**config.mk**
```make
export PLATFORM = sky130hd
export DESIGN_NAME = frs_result_encoder
export DESIGN_NICKNAME = d
export VERILOG_FILES = /design/src/hdl/frs_pkg.sv /design/src/hdl/frs_result_encoder.sv
export SDC_FILE = /design/constraint.sdc
export NUM_CORES = 1
export LEC_CHECK = 0
export ABC_AREA = 1
export BUFFER_PORTS_ARGS = -buffer_cell sky130_fd_sc_hd__buf_2
export CAP_MARGIN = 5
export CELL_PAD_IN_SITES_DETAIL_PLACEMENT = 1
export CELL_PAD_IN_SITES_GLOBAL_PLACEMENT = 2
export CORE_UTILIZATION = 28
export CTS_CLUSTER_SIZE = 16
export DETAILED_ROUTE_END_ITERATION = 10
export PLACE_DENSITY = 0.83
export RECOVER_POWER = 100
export REMOVE_ABC_BUFFERS = 1
export SLEW_MARGIN = 10
export SYNTH_ARGS = -nofsm -noshare
export SYNTH_HDL_FRONTEND = slang
export SYNTH_SLANG_ARGS = --single-unit
```
**constraint.sdc**
```tcl
create_clock -name clk_sys -period 1.4 [get_ports clk_sys]
set_input_delay 0 -clock clk_sys [delete_from_list [all_inputs] [get_ports clk_sys]]
set_output_delay 0 -clock clk_sys [all_outputs]
set_load 0.05 [all_outputs]
```
**src/hdl/frs_pkg.sv**
```systemverilog
package frs_pkg;

   // ==========================================================
   // Field positions of the first result byte
   localparam int unsigned RS0_TERM_HI = 7;
   localparam int unsigned RS0_TERM_LO = 6;
   localparam int unsigned RS0_POS_DONE = 5;
   localparam int unsigned RS0_HOME_FAULT = 4;
   localparam int unsigned RS0_SURFACE = 2;
   localparam int unsigned RS0_UNIT_HI = 1;
   localparam int unsigned RS0_UNIT_LO = 0;

   // ==========================================================
   // Field positions of the second result byte
   localparam int unsigned RS1_LAST_SECT = 7;
   localparam int unsigned RS1_CRC_ANY = 5;
   localparam int unsigned RS1_SVC_LATE = 4;
   localparam int unsigned RS1_SECT_ABSENT = 2;
   localparam int unsigned RS1_WR_BLOCKED = 1;
   localparam int unsigned RS1_ID_SYNC = 0;

   // ==========================================================
   // Field positions of the third result byte
   localparam int unsigned RS2_DEL_HIT = 6;
   localparam int unsigned RS2_PAY_CRC = 5;
   localparam int unsigned RS2_TRK_MISMATCH = 4;
   localparam int unsigned RS2_BAD_TRACK = 1;
   localparam int unsigned RS2_PAY_SYNC = 0;

   // ==========================================================
   // Constants
   localparam logic [7:0] STATUS_RESET = 8'h00;
   localparam logic [7:0] BAD_TRACK_ID = 8'hFF;
   localparam logic [7:0] LAST_SECTOR_NUM = 8'hFF;
   localparam logic [6:0] RECAL_STEP_LIMIT = 7'h50;
   localparam logic [1:0] RESULT_IDX_LAST = 2'h2;

   // Termination codes
   typedef enum logic [1:0] {
      FRS_TERM_NORMAL = 2'b00,
      FRS_TERM_ABNORMAL = 2'b01,
      FRS_TERM_INVALID = 2'b10,
      FRS_TERM_POLLING = 2'b11
   } frs_term_t;

   // Command classes the encoder needs to distinguish
   typedef enum logic [2:0] {
      FRS_CMD_OTHER,
      FRS_CMD_READ_DATA,
      FRS_CMD_READ_DELETED,
      FRS_CMD_READ_ID,
      FRS_CMD_READ_TRACK,
      FRS_CMD_WRITE,
      FRS_CMD_RECAL,
      FRS_CMD_REL_SEEK
   } frs_cmd_t;

   // Per-operation context latched at command start
   typedef struct packed {
      frs_cmd_t cmd;
      logic surface;
      logic [1:0] unit;
   } frs_ctx_t;

   // Condition events from the disk-side logic, one-cycle pulses
   typedef struct packed {
      logic seek_done;
      logic step_pulse;
      logic outward_past_zero;
      logic sector_overflow;
      logic id_crc_err;
      logic data_crc_err;
      logic svc_late;
      logic sector_not_found;
      logic id_read_fail;
      logic seq_fail;
      logic id_mark_missing;
      logic data_mark_missing;
      logic deleted_mark_seen;
      logic normal_mark_seen;
      logic id_track_valid;
      logic [7:0] id_track;
   } frs_evt_t;

endpackage : frs_pkg

```
**src/hdl/frs_result_encoder.sv**
```systemverilog
`timescale 1ns/1ps

module frs_result_encoder (
   // Clock and reset
   input wire logic clk_sys,
   input wire logic arst_n,
   // Command sequencing
   input wire logic cmd_start,
   input wire frs_pkg::frs_ctx_t cmd_ctx,
   input wire logic cmd_invalid,
   input wire logic cmd_finish,
   input wire logic cmd_abort_poll,
   input wire logic transfer_last,
   input wire logic [7:0] internal_track,
   // Condition events from the disk side
   input wire frs_pkg::frs_evt_t evt,
   // Drive pins
   input wire logic home_track_sense,
   input wire logic media_locked_sense,
   input wire logic rotation_pulse_n,
   // Result byte port, paced by the host handshake
   input wire logic result_rd,
   output logic host_may_transfer,
   output logic transfer_direction,
   output logic [7:0] result_byte,
   output logic result_done
);

   // ==========================================================
   // Pin synchronisers
   logic [2:0] pin_meta_reg;
   logic [2:0] pin_sync_reg;
   logic [2:0] pin_meta_next;
   logic [2:0] pin_sync_next;
   logic lock_prev_reg;
   logic lock_prev_next;
   logic idx_prev_reg;
   logic idx_prev_next;

   // Second flop is the only reader of the first
   always_comb begin
      pin_meta_next = {home_track_sense, media_locked_sense, rotation_pulse_n};
      pin_sync_next = pin_meta_reg;
      lock_prev_next = pin_sync_reg[1];
      idx_prev_next = pin_sync_reg[0];
   end

   always_ff @(posedge clk_sys or negedge arst_n) begin
      if (!arst_n) begin
         pin_meta_reg <= 3'h7;
         pin_sync_reg <= 3'h7;
         lock_prev_reg <= 1'b1;
         idx_prev_reg <= 1'b1;
      end else begin
         pin_meta_reg <= pin_meta_next;
         pin_sync_reg <= pin_sync_next;
         lock_prev_reg <= lock_prev_next;
         idx_prev_reg <= idx_prev_next;
      end
   end

   logic home_s;
   logic lock_rise;
   logic idx_fall;
   assign home_s = pin_sync_reg[2];
   assign lock_rise = pin_sync_reg[1] && !lock_prev_reg;
   assign idx_fall = !pin_sync_reg[0] && idx_prev_reg;

   // ==========================================================
   // Status accumulation during execution
   typedef enum logic [1:0] {
      FRS_IDLE,
      FRS_EXEC,
      FRS_RESULT
   } frs_state_t;

   frs_state_t state_reg;
   frs_state_t state_next;
   frs_pkg::frs_ctx_t ctx_reg;
   frs_pkg::frs_ctx_t ctx_next;
   frs_pkg::frs_term_t term_reg;
   frs_pkg::frs_term_t term_next;
   logic [7:0] rs0_reg;
   logic [7:0] rs0_next;
   logic [7:0] rs1_reg;
   logic [7:0] rs1_next;
   logic [7:0] rs2_reg;
   logic [7:0] rs2_next;
   logic [6:0] steps_reg;
   logic [6:0] steps_next;
   logic [1:0] idx_cnt_reg;
   logic [1:0] idx_cnt_next;
   logic id_seen_reg;
   logic id_seen_next;
   logic [1:0] rd_idx_reg;
   logic [1:0] rd_idx_next;
   logic [7:0] byte_reg;
   logic [7:0] byte_next;
   logic done_reg;
   logic done_next;
   logic any_fault;

   // Flags are sticky within one command; cleared only by the next start
   always_comb begin
      state_next = state_reg;
      ctx_next = ctx_reg;
      term_next = term_reg;
      rs0_next = rs0_reg;
      rs1_next = rs1_reg;
      rs2_next = rs2_reg;
      steps_next = steps_reg;
      idx_cnt_next = idx_cnt_reg;
      id_seen_next = id_seen_reg;
      rd_idx_next = rd_idx_reg;
      byte_next = byte_reg;
      done_next = 1'b0;
      any_fault = 1'b0;
      case (state_reg)
         FRS_IDLE: begin
            if (cmd_start) begin
               state_next = FRS_EXEC;
               ctx_next = cmd_ctx;
               rs0_next = frs_pkg::STATUS_RESET;
               rs1_next = frs_pkg::STATUS_RESET;
               rs2_next = frs_pkg::STATUS_RESET;
               steps_next = '0;
               idx_cnt_next = '0;
               id_seen_next = 1'b0;
               term_next = frs_pkg::FRS_TERM_NORMAL;
               if (cmd_invalid) begin
                  term_next = frs_pkg::FRS_TERM_INVALID;
                  state_next = FRS_RESULT;
                  rd_idx_next = '0;
               end
            end
         end
         FRS_EXEC: begin
            if (evt.seek_done) begin
               rs0_next[frs_pkg::RS0_POS_DONE] = 1'b1;
            end
            if (ctx_reg.cmd == frs_pkg::FRS_CMD_RECAL && evt.step_pulse && !home_s) begin
               if (steps_reg == frs_pkg::RECAL_STEP_LIMIT - 7'h01) begin
                  rs0_next[frs_pkg::RS0_HOME_FAULT] = 1'b1;
               end else begin
                  steps_next = steps_reg + 7'h01;
               end
            end
            if (ctx_reg.cmd == frs_pkg::FRS_CMD_REL_SEEK && evt.outward_past_zero) begin
               rs0_next[frs_pkg::RS0_HOME_FAULT] = 1'b1;
            end
            if (evt.sector_overflow) begin
               rs1_next[frs_pkg::RS1_LAST_SECT] = 1'b1;
            end
            if (evt.id_crc_err || evt.data_crc_err) begin
               rs1_next[frs_pkg::RS1_CRC_ANY] = 1'b1;
            end
            if (evt.data_crc_err) begin
               rs2_next[frs_pkg::RS2_PAY_CRC] = 1'b1;
            end
            if (evt.svc_late) begin
               rs1_next[frs_pkg::RS1_SVC_LATE] = 1'b1;
            end
            // Each cause only counts for the command that can raise it
            if ((evt.sector_not_found && (ctx_reg.cmd == frs_pkg::FRS_CMD_READ_DATA
                  || ctx_reg.cmd == frs_pkg::FRS_CMD_READ_DELETED))
                  || (evt.id_read_fail && ctx_reg.cmd == frs_pkg::FRS_CMD_READ_ID)
                  || (evt.seq_fail && ctx_reg.cmd == frs_pkg::FRS_CMD_READ_TRACK)) begin
               rs1_next[frs_pkg::RS1_SECT_ABSENT] = 1'b1;
            end
            if (lock_rise && ctx_reg.cmd == frs_pkg::FRS_CMD_WRITE) begin
               rs1_next[frs_pkg::RS1_WR_BLOCKED] = 1'b1;
            end
            // Two index pulses with no ID mark seen means the mark is missing
            if (evt.id_track_valid) begin
               id_seen_next = 1'b1;
            end
            if (idx_fall && !id_seen_reg && idx_cnt_reg != 2'h2) begin
               idx_cnt_next = idx_cnt_reg + 2'h1;
            end
            if ((idx_fall && !id_seen_reg && idx_cnt_reg == 2'h1) || evt.id_mark_missing
                  || evt.data_mark_missing) begin
               rs1_next[frs_pkg::RS1_ID_SYNC] = 1'b1;
            end
            if (evt.data_mark_missing) begin
               rs2_next[frs_pkg::RS2_PAY_SYNC] = 1'b1;
            end
            if ((ctx_reg.cmd == frs_pkg::FRS_CMD_READ_DATA && evt.deleted_mark_seen)
                  || (ctx_reg.cmd == frs_pkg::FRS_CMD_READ_DELETED && evt.normal_mark_seen)) begin
               rs2_next[frs_pkg::RS2_DEL_HIT] = 1'b1;
            end
            if (evt.id_track_valid && evt.id_track != internal_track) begin
               rs2_next[frs_pkg::RS2_TRK_MISMATCH] = 1'b1;
               if (evt.id_track == frs_pkg::BAD_TRACK_ID) begin
                  rs2_next[frs_pkg::RS2_BAD_TRACK] = 1'b1;
               end
            end
            // Judge from the next values so a fault in the finish cycle still counts
            any_fault = (rs1_next != frs_pkg::STATUS_RESET)
               || (rs2_next != frs_pkg::STATUS_RESET)
               || rs0_next[frs_pkg::RS0_HOME_FAULT];
            if (cmd_abort_poll) begin
               term_next = frs_pkg::FRS_TERM_POLLING;
               state_next = FRS_RESULT;
               rd_idx_next = '0;
            end else if (cmd_finish) begin
               // Read data and write commands that run out without transfer_last overran the track
               if (!transfer_last && (ctx_reg.cmd == frs_pkg::FRS_CMD_READ_DATA
                     || ctx_reg.cmd == frs_pkg::FRS_CMD_WRITE)) begin
                  rs1_next[frs_pkg::RS1_LAST_SECT] = 1'b1;
                  term_next = frs_pkg::FRS_TERM_ABNORMAL;
               end else if (any_fault) begin
                  term_next = frs_pkg::FRS_TERM_ABNORMAL;
               end else begin
                  term_next = frs_pkg::FRS_TERM_NORMAL;
               end
               state_next = FRS_RESULT;
               rd_idx_next = '0;
            end
         end
         FRS_RESULT: begin
            // Byte order 0,1,2; each host read advances the index, and the read of byte 2 ends the phase instead
            case (rd_idx_reg)
               2'h0: byte_next = {term_reg, rs0_reg[frs_pkg::RS0_POS_DONE],
                  rs0_reg[frs_pkg::RS0_HOME_FAULT], 1'b0, ctx_reg.surface,
                  ctx_reg.unit};
               2'h1: byte_next = {rs1_reg[frs_pkg::RS1_LAST_SECT], 1'b0,
                  rs1_reg[frs_pkg::RS1_CRC_ANY], rs1_reg[frs_pkg::RS1_SVC_LATE], 1'b0,
                  rs1_reg[frs_pkg::RS1_SECT_ABSENT], rs1_reg[frs_pkg::RS1_WR_BLOCKED],
                  rs1_reg[frs_pkg::RS1_ID_SYNC]};
               default: byte_next = {1'b0, rs2_reg[frs_pkg::RS2_DEL_HIT],
                  rs2_reg[frs_pkg::RS2_PAY_CRC], rs2_reg[frs_pkg::RS2_TRK_MISMATCH],
                  2'b00, rs2_reg[frs_pkg::RS2_BAD_TRACK],
                  rs2_reg[frs_pkg::RS2_PAY_SYNC]};
            endcase
            if (result_rd) begin
               if (rd_idx_reg == frs_pkg::RESULT_IDX_LAST) begin
                  state_next = FRS_IDLE;
                  done_next = 1'b1;
               end else begin
                  rd_idx_next = rd_idx_reg + 2'h1;
               end
            end
         end
         default: state_next = FRS_IDLE;
      endcase
   end

   always_ff @(posedge clk_sys or negedge arst_n) begin
      if (!arst_n) begin
         state_reg <= FRS_IDLE;
         ctx_reg <= '0;
         term_reg <= frs_pkg::FRS_TERM_NORMAL;
         rs0_reg <= frs_pkg::STATUS_RESET;
         rs1_reg <= frs_pkg::STATUS_RESET;
         rs2_reg <= frs_pkg::STATUS_RESET;
         steps_reg <= '0;
         idx_cnt_reg <= '0;
         id_seen_reg <= 1'b0;
         rd_idx_reg <= '0;
         byte_reg <= frs_pkg::STATUS_RESET;
         done_reg <= 1'b0;
      end else begin
         state_reg <= state_next;
         ctx_reg <= ctx_next;
         term_reg <= term_next;
         rs0_reg <= rs0_next;
         rs1_reg <= rs1_next;
         rs2_reg <= rs2_next;
         steps_reg <= steps_next;
         idx_cnt_reg <= idx_cnt_next;
         id_seen_reg <= id_seen_next;
         rd_idx_reg <= rd_idx_next;
         byte_reg <= byte_next;
         done_reg <= done_next;
      end
   end

   // ==========================================================
   // Host handshake: the bytes leave only through this sequence
   // Byte is valid one cycle after entry to result phase, so ready waits for it
   logic byte_valid_reg;
   always_ff @(posedge clk_sys or negedge arst_n) begin
      if (!arst_n) begin
         byte_valid_reg <= 1'b0;
      end else begin
         byte_valid_reg <= (state_reg == FRS_RESULT) && !result_rd;
      end
   end

   assign host_may_transfer = byte_valid_reg && (state_reg == FRS_RESULT);
   assign transfer_direction = (state_reg == FRS_RESULT);
   assign result_byte = byte_reg;
   assign result_done = done_reg;

endmodule : frs_result_encoder

```
==> results.sh, run 1 <==
export IMPL_yosys_warnings=0
export IMPL_grt_first_pass_wirelength_mm=12.9
export IMPL_grt_pass1_vias=2778
export IMPL_status="finished with violations"
export IMPL_drt_drc_violations_left=0
export IMPL_drt_iter0_drc=103
export IMPL_overflow=0
export IMPL_timing_worst_setup_path_type="reg2reg"
export IMPL_synthArstFlopShare=1.00
export IMPL_hold_class="in2reg"
export IMPL_via_count=2658
export IMPL_synth_distinct_cells=33
export IMPL_dp_hpwl_mm=5.58
export IMPL_mostFrequentLayoutCells="nand2_1, buf_2, dfrtp_1"
export IMPL_routedWlPerCell_microns=13.6
export IMPL_layout_commonest_cell="nand2_1"
export IMPL_finalSetupViolCount=6
export IMPL_die_area_sq_mm=0.0100
export IMPL_powerDensity_mw_per_mm2=1790
export IMPL_r2r_slack_ps=-110
export IMPL_avgSynthCellArea_sq_um=8.07
export IMPL_cp_end_kind="flip-flop"
export IMPL_slew_headroom=0.498
export IMPL_h_tree_depth=2
export IMPL_antenna_found_initial=0
export IMPL_port_buffers=57
export IMPL_viasPerCell=4.54
export IMPL_hold_viol=0
export IMPL_dr_pass1_iters=4
export IMPL_fmax_mhz=663
export IMPL_ys_ff_latch=52
export IMPL_fin_cells=586
export IMPL_synthesis_area_sq_mm=0.00269
export IMPL_drive_gt1_frac=0.409
export IMPL_fin_skew_ps=18.7
export IMPL_rsz0062_at_grt="yes"
export IMPL_dp_cells=534
export IMPL_synth_largest_area_cell="dfrtp_1"
export IMPL_io_pins=59
export IMPL_rows=35
export IMPL_fillers=1147
export IMPL_cp_arrival_ps=1720
export IMPL_chipHeight_microns=100
export IMPL_cts_root_buf="clkbuf_8"
export IMPL_period_minus_slack_ps=1510
export IMPL_cts_sinks=52
export IMPL_yosysSeqAreaShare=0.488
export IMPL_grt_max_degree=53
export IMPL_yosys_top_cells_area="dfrtp_1, nand2_1, dfstp_2"
export IMPL_gp_congestion=0.770
export IMPL_ant_nets=0
export IMPL_numCtsBuffers=5
export IMPL_nets=510
export IMPL_synth_edf_count=0
export IMPL_drv_slew=0
export IMPL_cp_required_ps=1610
export IMPL_layout_setup_ws_ps=-109
export IMPL_cts_tree="yes"
export IMPL_hold_ws_ps=10.2
export IMPL_synth_ff_type="dfrtp_1"
export IMPL_cp_max_fo=3
export IMPL_synth_top_area_frac=0.409
export IMPL_clk_latency_ps=330
export IMPL_p_leak_nw=1.95
export IMPL_fp_dieW_microns=100
export IMPL_clock_path_buffers=2
export IMPL_antenna_cells=0
export IMPL_min_period_over_period=1.08
export IMPL_ir_drop_mv=0.561
export IMPL_wl_mm=7.98
export IMPL_areaGrowthSynthToFinish_pct=49.1
export IMPL_netlist_instances=333
export IMPL_clkTransAtPathRegs_ps=100
export IMPL_violations="setup timing"
export IMPL_max_cap_violations=0
export IMPL_worstMarginPinSlew_ps=753
export IMPL_core_sq_mm=0.00928
export IMPL_initial_core_util=0.290
export IMPL_worstSetupStartpointType="flip-flop"
export IMPL_grt_usage=0.166
what timing repair did:
item / 4_1_cts / 5_1_grt
resized for setup: 28 / 54
pin swaps: 18 / 19
endpoints found under the setup margin: 9 / 29
hold buffers: 18 / 0
buffers inserted: 15 / 11
hold endpoints to repair: 69 / 0
critical path, cell delays in order (launching register included):
cell	delay, ps
dfrtp_1	420
buf_4	150
nand2_1	50
nor2_1	60
nor2_1	170
nand2_1	120
nor2_1	120
nand3_1	80
nor2_1	90
nand2_1	60
nand2_1	50
nand2_1	50
logic make-up after synthesis:
logic type / count (synthesis) / synth area share
and+or+nand+nor: 158 / 0.267
buffers and inverters: 57 / 0.0847
AOI/OAI and AO/OA: 53 / 0.112
DFF: 52 / 0.488
xor gates and xnor gates: 6 / 0.0195
adders and majority gates: 6 / 0.0279
other: 1 / 0.00139
metal layers:
layer  GRT usage  vias up  wire length [microns]
li1            -     1313                      -
met1       0.205     1292                   3440
met2       0.303       47                   4280
met3      0.0209        6                    195
met4      0.0457        0                     68
met5           0        -                      0
through the flow:
stage          TNS (ps)  cell area, sq um  setup WS, ps   util  total power [mW]
2_1_floorplan     -2350              2660          -565      -              4.16
3_3_place_gp          0              3270          21.5  0.352              5.16
3_5_place_dp       -181              3270         -69.8  0.352              5.25
4_1_cts           -86.7              3760         -34.7  0.405              6.63
5_1_grt           -1120              4010          -210  0.432              7.71
6_report           -232              4010          -109  0.432              7.18
report_power, final:
part	switching (mW)	internal [mW]	total [mW]
combinational	2.34	1.59	3.93
sequential	0.359	1.97	2.33
clock	0.549	0.366	0.914
total	3.25	3.93	7.18
cell usage after synthesis (3+ instances only):
master and n:
o22ai_1 6, o31ai_1 3, nand4_1 6, nand2_1 77
a21oi_1 18, dfrtp_1 44, nor2_1 41, inv_2 5
inv_1 45, dfstp_2 8, o21ai_0 18, buf_2 4
nand3_1 16, xnor2_1 5, o21ai_1 3, nor2_2 5
ha_1 6
area by class of cell:
cell class | count | area, sq um | share of cell area
multi-input combinational | 224 | 1370 | 0.341
sequential | 52 | 1310 | 0.327
timing repair buffer | 121 | 862 | 0.215
inverter | 52 | 210 | 0.0524
tap | 129 | 161 | 0.0403
clock buffer | 5 | 68.8 | 0.0172
clock inverter | 3 | 26.3 | 0.00655
path summary, 6_finish.rpt:
path	start	endpoint	cells after the start
worst min register to register	pin_meta_reg[0]$_DFF_PN1_	pin_sync_reg[0]$_DFF_PN1_	0
worst max register to register	ctx_reg[4]$_DFFE_PN0P_	term_reg[0]$_DFFE_PN0P_	11
worst min-delay path	evt[18]	rs1_reg[5]$_DFFE_PN0P_	5
max in group asynchronous	arst_n	state_reg[0]$_DFFE_PN0P_	3
worst max-delay path	ctx_reg[4]$_DFFE_PN0P_	term_reg[0]$_DFFE_PN0P_	11
min in group asynchronous	arst_n	rs0_reg[5]$_DFFE_PN0P_	3
Power figures use the tool's default switching activity.
==> inputs of run 2 (changes only) <==
SETUP_SLACK_MARGIN = 0.4   (was not set)
==> run 2 against run 1 <==
  * The flow finishes with violations (hold timing, setup timing)
  * Clock skew down 2.4 ps
  * Clock power up 2.7%
  * Fmax down 2.2%
  * Worst setup slack worse by 34 ps
  * Wire length up 12%
  * Critical path type unchanged
  * Largest power group unchanged
==> results.sh, run 2 (same netlist as run 1, synthesis figures left out) <==
export IMPL_status="finished with violations"
export IMPL_violations="hold timing, setup timing"
export IMPL_hold_viol=4
export IMPL_finalSetupViolCount=10
export IMPL_hold_class="in2reg"
export IMPL_cts_root_buf="clkbuf_8"
export IMPL_core_sq_mm=0.00928
export IMPL_wl_mm=8.96
export IMPL_clock_path_buffers=2
export IMPL_nets=520
export IMPL_max_cap_violations=0
export IMPL_layout_setup_ws_ps=-143
export IMPL_chipHeight_microns=100
export IMPL_power_mw=8.51
export IMPL_initial_core_util=0.290
export IMPL_grt_usage=0.170
export IMPL_areaGrowthSynthToFinish_pct=65.6
export IMPL_dp_hpwl_mm=5.58
export IMPL_worstSetupStartpointType="flip-flop"
export IMPL_grt_max_degree=53
export IMPL_ir_drop_mv=0.710
export IMPL_cp_arrival_ps=1760
export IMPL_fmax_mhz=648
export IMPL_min_period_over_period=1.10
export IMPL_numCtsBuffers=5
export IMPL_finalSetupTns_ps=-469
export IMPL_timing_worst_setup_path_type="reg2reg"
export IMPL_drt_drc_violations_left=0
export IMPL_powerDensity_mw_per_mm2=1910
export IMPL_port_buffers=57
export IMPL_period_minus_slack_ps=1540
export IMPL_gp_congestion=0.770
export IMPL_worstMarginPinSlew_ps=738
export IMPL_place_area_sq_mm=0.00327
export IMPL_h_tree_depth=2
export IMPL_io_pins=59
export IMPL_drv_slew=0
export IMPL_ant_nets=0
export IMPL_stdcell_area_sq_mm=0.00445
export IMPL_fin_skew_ps=16.4
export IMPL_hold_ws_ps=-57.4
export IMPL_die_area_sq_mm=0.0100
export IMPL_p_leak_nw=2.11
export IMPL_cts_hold_repair_buffers=13
export IMPL_rsz0062_at_grt="yes"
export IMPL_via_count=2757
export IMPL_fillers=1104
export IMPL_viasPerCell=4.63
export IMPL_drive_gt1_frac=0.529
export IMPL_cts_tree="yes"
export IMPL_overflow=0
export IMPL_drt_iter0_drc=62
export IMPL_dr_pass1_iters=4
export IMPL_cp_max_fo=2
export IMPL_layout_commonest_cell="nand2_1"
export IMPL_rows=35
export IMPL_cp_required_ps=1610
export IMPL_mostFrequentLayoutCells="nand2_1, buf_2, dfrtp_1"
export IMPL_clk_latency_ps=330
export IMPL_antenna_cells=0
export IMPL_cts_sinks=52
export IMPL_slew_headroom=0.508
export IMPL_cp_end_kind="flip-flop"
export IMPL_antenna_found_initial=0
export IMPL_routedWlPerCell_microns=15.0
export IMPL_grt_first_pass_wirelength_mm=13.3
export IMPL_clkTransAtPathRegs_ps=100
export IMPL_grt_pass1_vias=2804
export IMPL_fp_dieW_microns=100
## run 2: what timing repair did
item,CTS,global route
pin swaps,36,33
buffers inserted,23,17
setup endpoints to repair,47,48
endpoints found under the hold margin,69,3
resized for setup,120,72
cloned,1,0
## run 2: worst max-delay path: stages (launching register included)
cell and delay, ps:
dfrtp_1 370, inv_1 60, ha_2 170, inv_1 50, nor2_1 40, nor2_1 130
nand2_1 80, nor2_1 140, nand3_1 110, nor2_1 110, nand2_1 70, nand2_1 60
nand2_1 50
## run 2: per-stage QoR
stage               cells  hold slack [ps]   util  setup slack (ps)
floorplan             328             -296      -              -565
global placement      534             22.0  0.352              21.5
detailed placement    534             21.4  0.352             -69.8
CTS                   579            -57.7  0.439             -33.4
global route          596            -48.2  0.480              -265
finish                596            -57.4  0.480              -143
## run 2: power breakdown
part           internal (mW)  switching [mW]  leakage, nW
clock                  0.366           0.573       0.0487
sequential              1.96           0.404        0.662
combinational           2.31            2.91         1.40
total                   4.63            3.88         2.11
## run 2: worst paths after layout
check	endpoint	depth (start not counted)	slack [ps]	from
max in group asynchronous	state_reg[0]$_DFFE_PN0P_	3	490	arst_n
worst max register to register	term_reg[0]$_DFFE_PN0P_	12	-140	idx_cnt_reg[1]$_DFFE_PN0P_
worst min register to register	pin_sync_reg[1]$_DFF_PN1_	0	360	pin_meta_reg[1]$_DFF_PN1_
min in group asynchronous	rs0_reg[5]$_DFFE_PN0P_	3	370	arst_n
worst max-delay path	term_reg[0]$_DFFE_PN0P_	12	-140	idx_cnt_reg[1]$_DFFE_PN0P_
worst min-delay path	state_reg[0]$_DFFE_PN0P_	4	-60	cmd_invalid
## run 2: area by class of cell
class,count,area [sq um],share of cell area
sequential,52,1310,0.295
multi-input combinational,224,1620,0.364
timing repair buffer,131,1030,0.232
inverter,52,230,0.0517
clock buffer,5,68.8,0.0155
tap,129,161,0.0362
clock inverter,3,26.3,0.00590
## run 2: metal layers
metal | vias to the layer above | track usage | wire length (microns)
met2 | 63 | 0.319 | 4770
li1 | 1331 | - | -
met4 | 0 | 0.0446 | 184
met3 | 16 | 0.0223 | 294
met5 | - | 0 | 0
met1 | 1347 | 0.205 | 3710
==> inputs of run 3 (changes only) <==
CORE_MARGIN = 3   (was not set)
PLACE_DENSITY = 0.76   (was 0.83)
==> run 3 against run 2 <==
  * The flow still finishes with violations (hold timing, setup timing)
  * Register-to-register slack better by 60 ps
  * Combinational power about the same
  * Critical path type unchanged
  * Largest cell class unchanged
  * Critical endpoint is now steps_reg[3]$_DFFE_PN0P_
  * Critical path depth down 3
  * Largest power group unchanged
  * Sequential share of layout area up 0.50 points
  * Total power up 0.53%
  * Clock skew down 6.1 ps
==> results.sh, run 3 (same netlist as run 1, synthesis figures left out) <==
export IMPL_wl_mm=9.13
export IMPL_hold_viol=1
export IMPL_preCtsSetupSlack_ps=-61.9
export IMPL_cp_max_fo=6
export IMPL_cts_tree="yes"
export IMPL_port_buffers=57
export IMPL_chipHeight_microns=104
export IMPL_nets=515
export IMPL_fp_dieW_microns=104
export IMPL_min_period_over_period=1.06
export IMPL_grt_first_pass_wirelength_mm=14.1
export IMPL_r2r_slack_ps=-90
export IMPL_worstSetupStartpointType="flip-flop"
export IMPL_die_area_sq_mm=0.0108
export IMPL_fmax_mhz=673
export IMPL_clkTransAtPathRegs_ps=100
export IMPL_cp_end_kind="flip-flop"
export IMPL_layout_setup_ws_ps=-85.2
export IMPL_clock_path_buffers=2
export IMPL_min_path_cells=4
export IMPL_fillers=1096
export IMPL_grt_pass1_vias=2882
export IMPL_status="finished with violations"
export IMPL_initial_core_util=0.290
export IMPL_areaGrowthSynthToFinish_pct=63.0
export IMPL_clk_latency_ps=300
export IMPL_routedWlPerCell_microns=15.4
export IMPL_core_sq_mm=0.00928
export IMPL_cts_root_buf="clkbuf_8"
export IMPL_slew_headroom=0.500
export IMPL_max_cap_violations=0
export IMPL_drv_slew=0
export IMPL_dp_hpwl_mm=5.64
export IMPL_period_minus_slack_ps=1490
export IMPL_rsz0062_at_grt="yes"
export IMPL_overflow=0
export IMPL_drive_gt1_frac=0.500
export IMPL_cts_hold_repair_buffers=13
export IMPL_drt_drc_violations_left=0
export IMPL_viasPerCell=4.65
export IMPL_cp_arrival_ps=1680
export IMPL_powerDensity_mw_per_mm2=1950
export IMPL_ir_drop_mv=0.633
export IMPL_gp_congestion=0.773
export IMPL_fin_skew_ps=10.3
export IMPL_worstRegToRegCells=9
export IMPL_cts_sinks=52
export IMPL_via_count=2748
export IMPL_antenna_cells=0
export IMPL_io_pins=59
export IMPL_mostFrequentLayoutCells="nand2_1, buf_2, dfrtp_1"
export IMPL_worstMarginPinSlew_ps=750
export IMPL_antenna_found_initial=0
export IMPL_crit_path_start="steps_reg[1]$_DFFE_PN0P_"
export IMPL_p_leak_nw=2.06
export IMPL_grt_usage=0.158
export IMPL_timing_worst_setup_path_type="reg2reg"
export IMPL_ant_nets=0
export IMPL_hold_ws_ps=-16.8
export IMPL_drt_iter0_drc=56
export IMPL_layout_commonest_cell="nand2_1"
export IMPL_finalSetupTns_ps=-422
export IMPL_numCtsBuffers=5
export IMPL_dr_pass1_iters=4
export IMPL_hp_start="cmd_invalid"
export IMPL_cp_required_ps=1600
export IMPL_finalSetupViolCount=10
export IMPL_worstReg2RegStart="steps_reg[1]$_DFFE_PN0P_"
export IMPL_violations="hold timing, setup timing"
export IMPL_h_tree_depth=2
export IMPL_grt_max_degree=53
export IMPL_rows=35
export IMPL_hold_class="in2reg"
[run 3: cell types whose count changed in the layout (fill, tap and decap cells not counted), sizes merged]
cell	delta
clkbuf	+4
buf	-6
inv	-1
clkinv	-2
[run 3: worst paths after layout]
kind	endpoint
setup / recovery	steps_reg[3]$_DFFE_PN0P_
hold / removal	state_reg[0]$_DFFE_PN0P_
setup reg to reg	steps_reg[3]$_DFFE_PN0P_
hold reg to reg	pin_sync_reg[2]$_DFF_PN1_
max in group asynchronous	ctx_reg[5]$_DFFE_PN0P_
min in group asynchronous	byte_valid_reg$_DFF_PN0_
[run 3: what timing repair did]
item	4_1_cts	5_1_grt
buffers inserted	26	12
pin swaps	26	25
endpoints found under the hold margin	66	1
resized for setup	90	79
endpoints found under the setup margin	46	48
gates cloned	1	0
[run 3: power breakdown]
part | internal [mW] | total [mW] | switching (mW)
Clock | 0.453 | 0.967 | 0.514
Sequential | 1.98 | 2.40 | 0.423
Combinational | 2.32 | 5.19 | 2.87
Total | 4.75 | 8.56 | 3.81
[run 3: critical path, cell delays in order, from the launching register on]
cell     delay, ps
dfrtp_1        400
ha_2           220
nand3_4        100
nor2_4          40
nor2_2         130
nand2_2        100
nand2_4        150
nand2_2         70
o21ai_1        120
a21oi_1         50
[run 3: cell type report]
type | instances | area [sq um] | area share
sequential | 52 | 1310 | 0.300
tap | 129 | 161 | 0.0368
clock buffer | 8 | 100 | 0.0228
timing repair buffer | 126 | 1030 | 0.236
multi-input combinational | 224 | 1550 | 0.354
inverter | 52 | 220 | 0.0502
[run 3: per-stage QoR]
stage               power [mW]  instance area [sq um]  cells  utilization
global route              9.06                   4380    591        0.472
floorplan                 4.16                   2660    328            -
global placement          5.12                   3250    531        0.350
detailed placement        5.18                   3250    531        0.350
CTS                       7.47                   4000    579        0.431
finish                    8.56                   4380    591        0.472
[run 3: layer usage]
layer	up-vias	wire length (microns)	share of wire	GRT usage
met3	12	342	0.037	0.0273
li1	1317	-	-	-
met5	-	0	0	0
met2	65	4660	0.51	0.280
met4	0	122	0.013	0.0418
met1	1354	4000	0.44	0.197
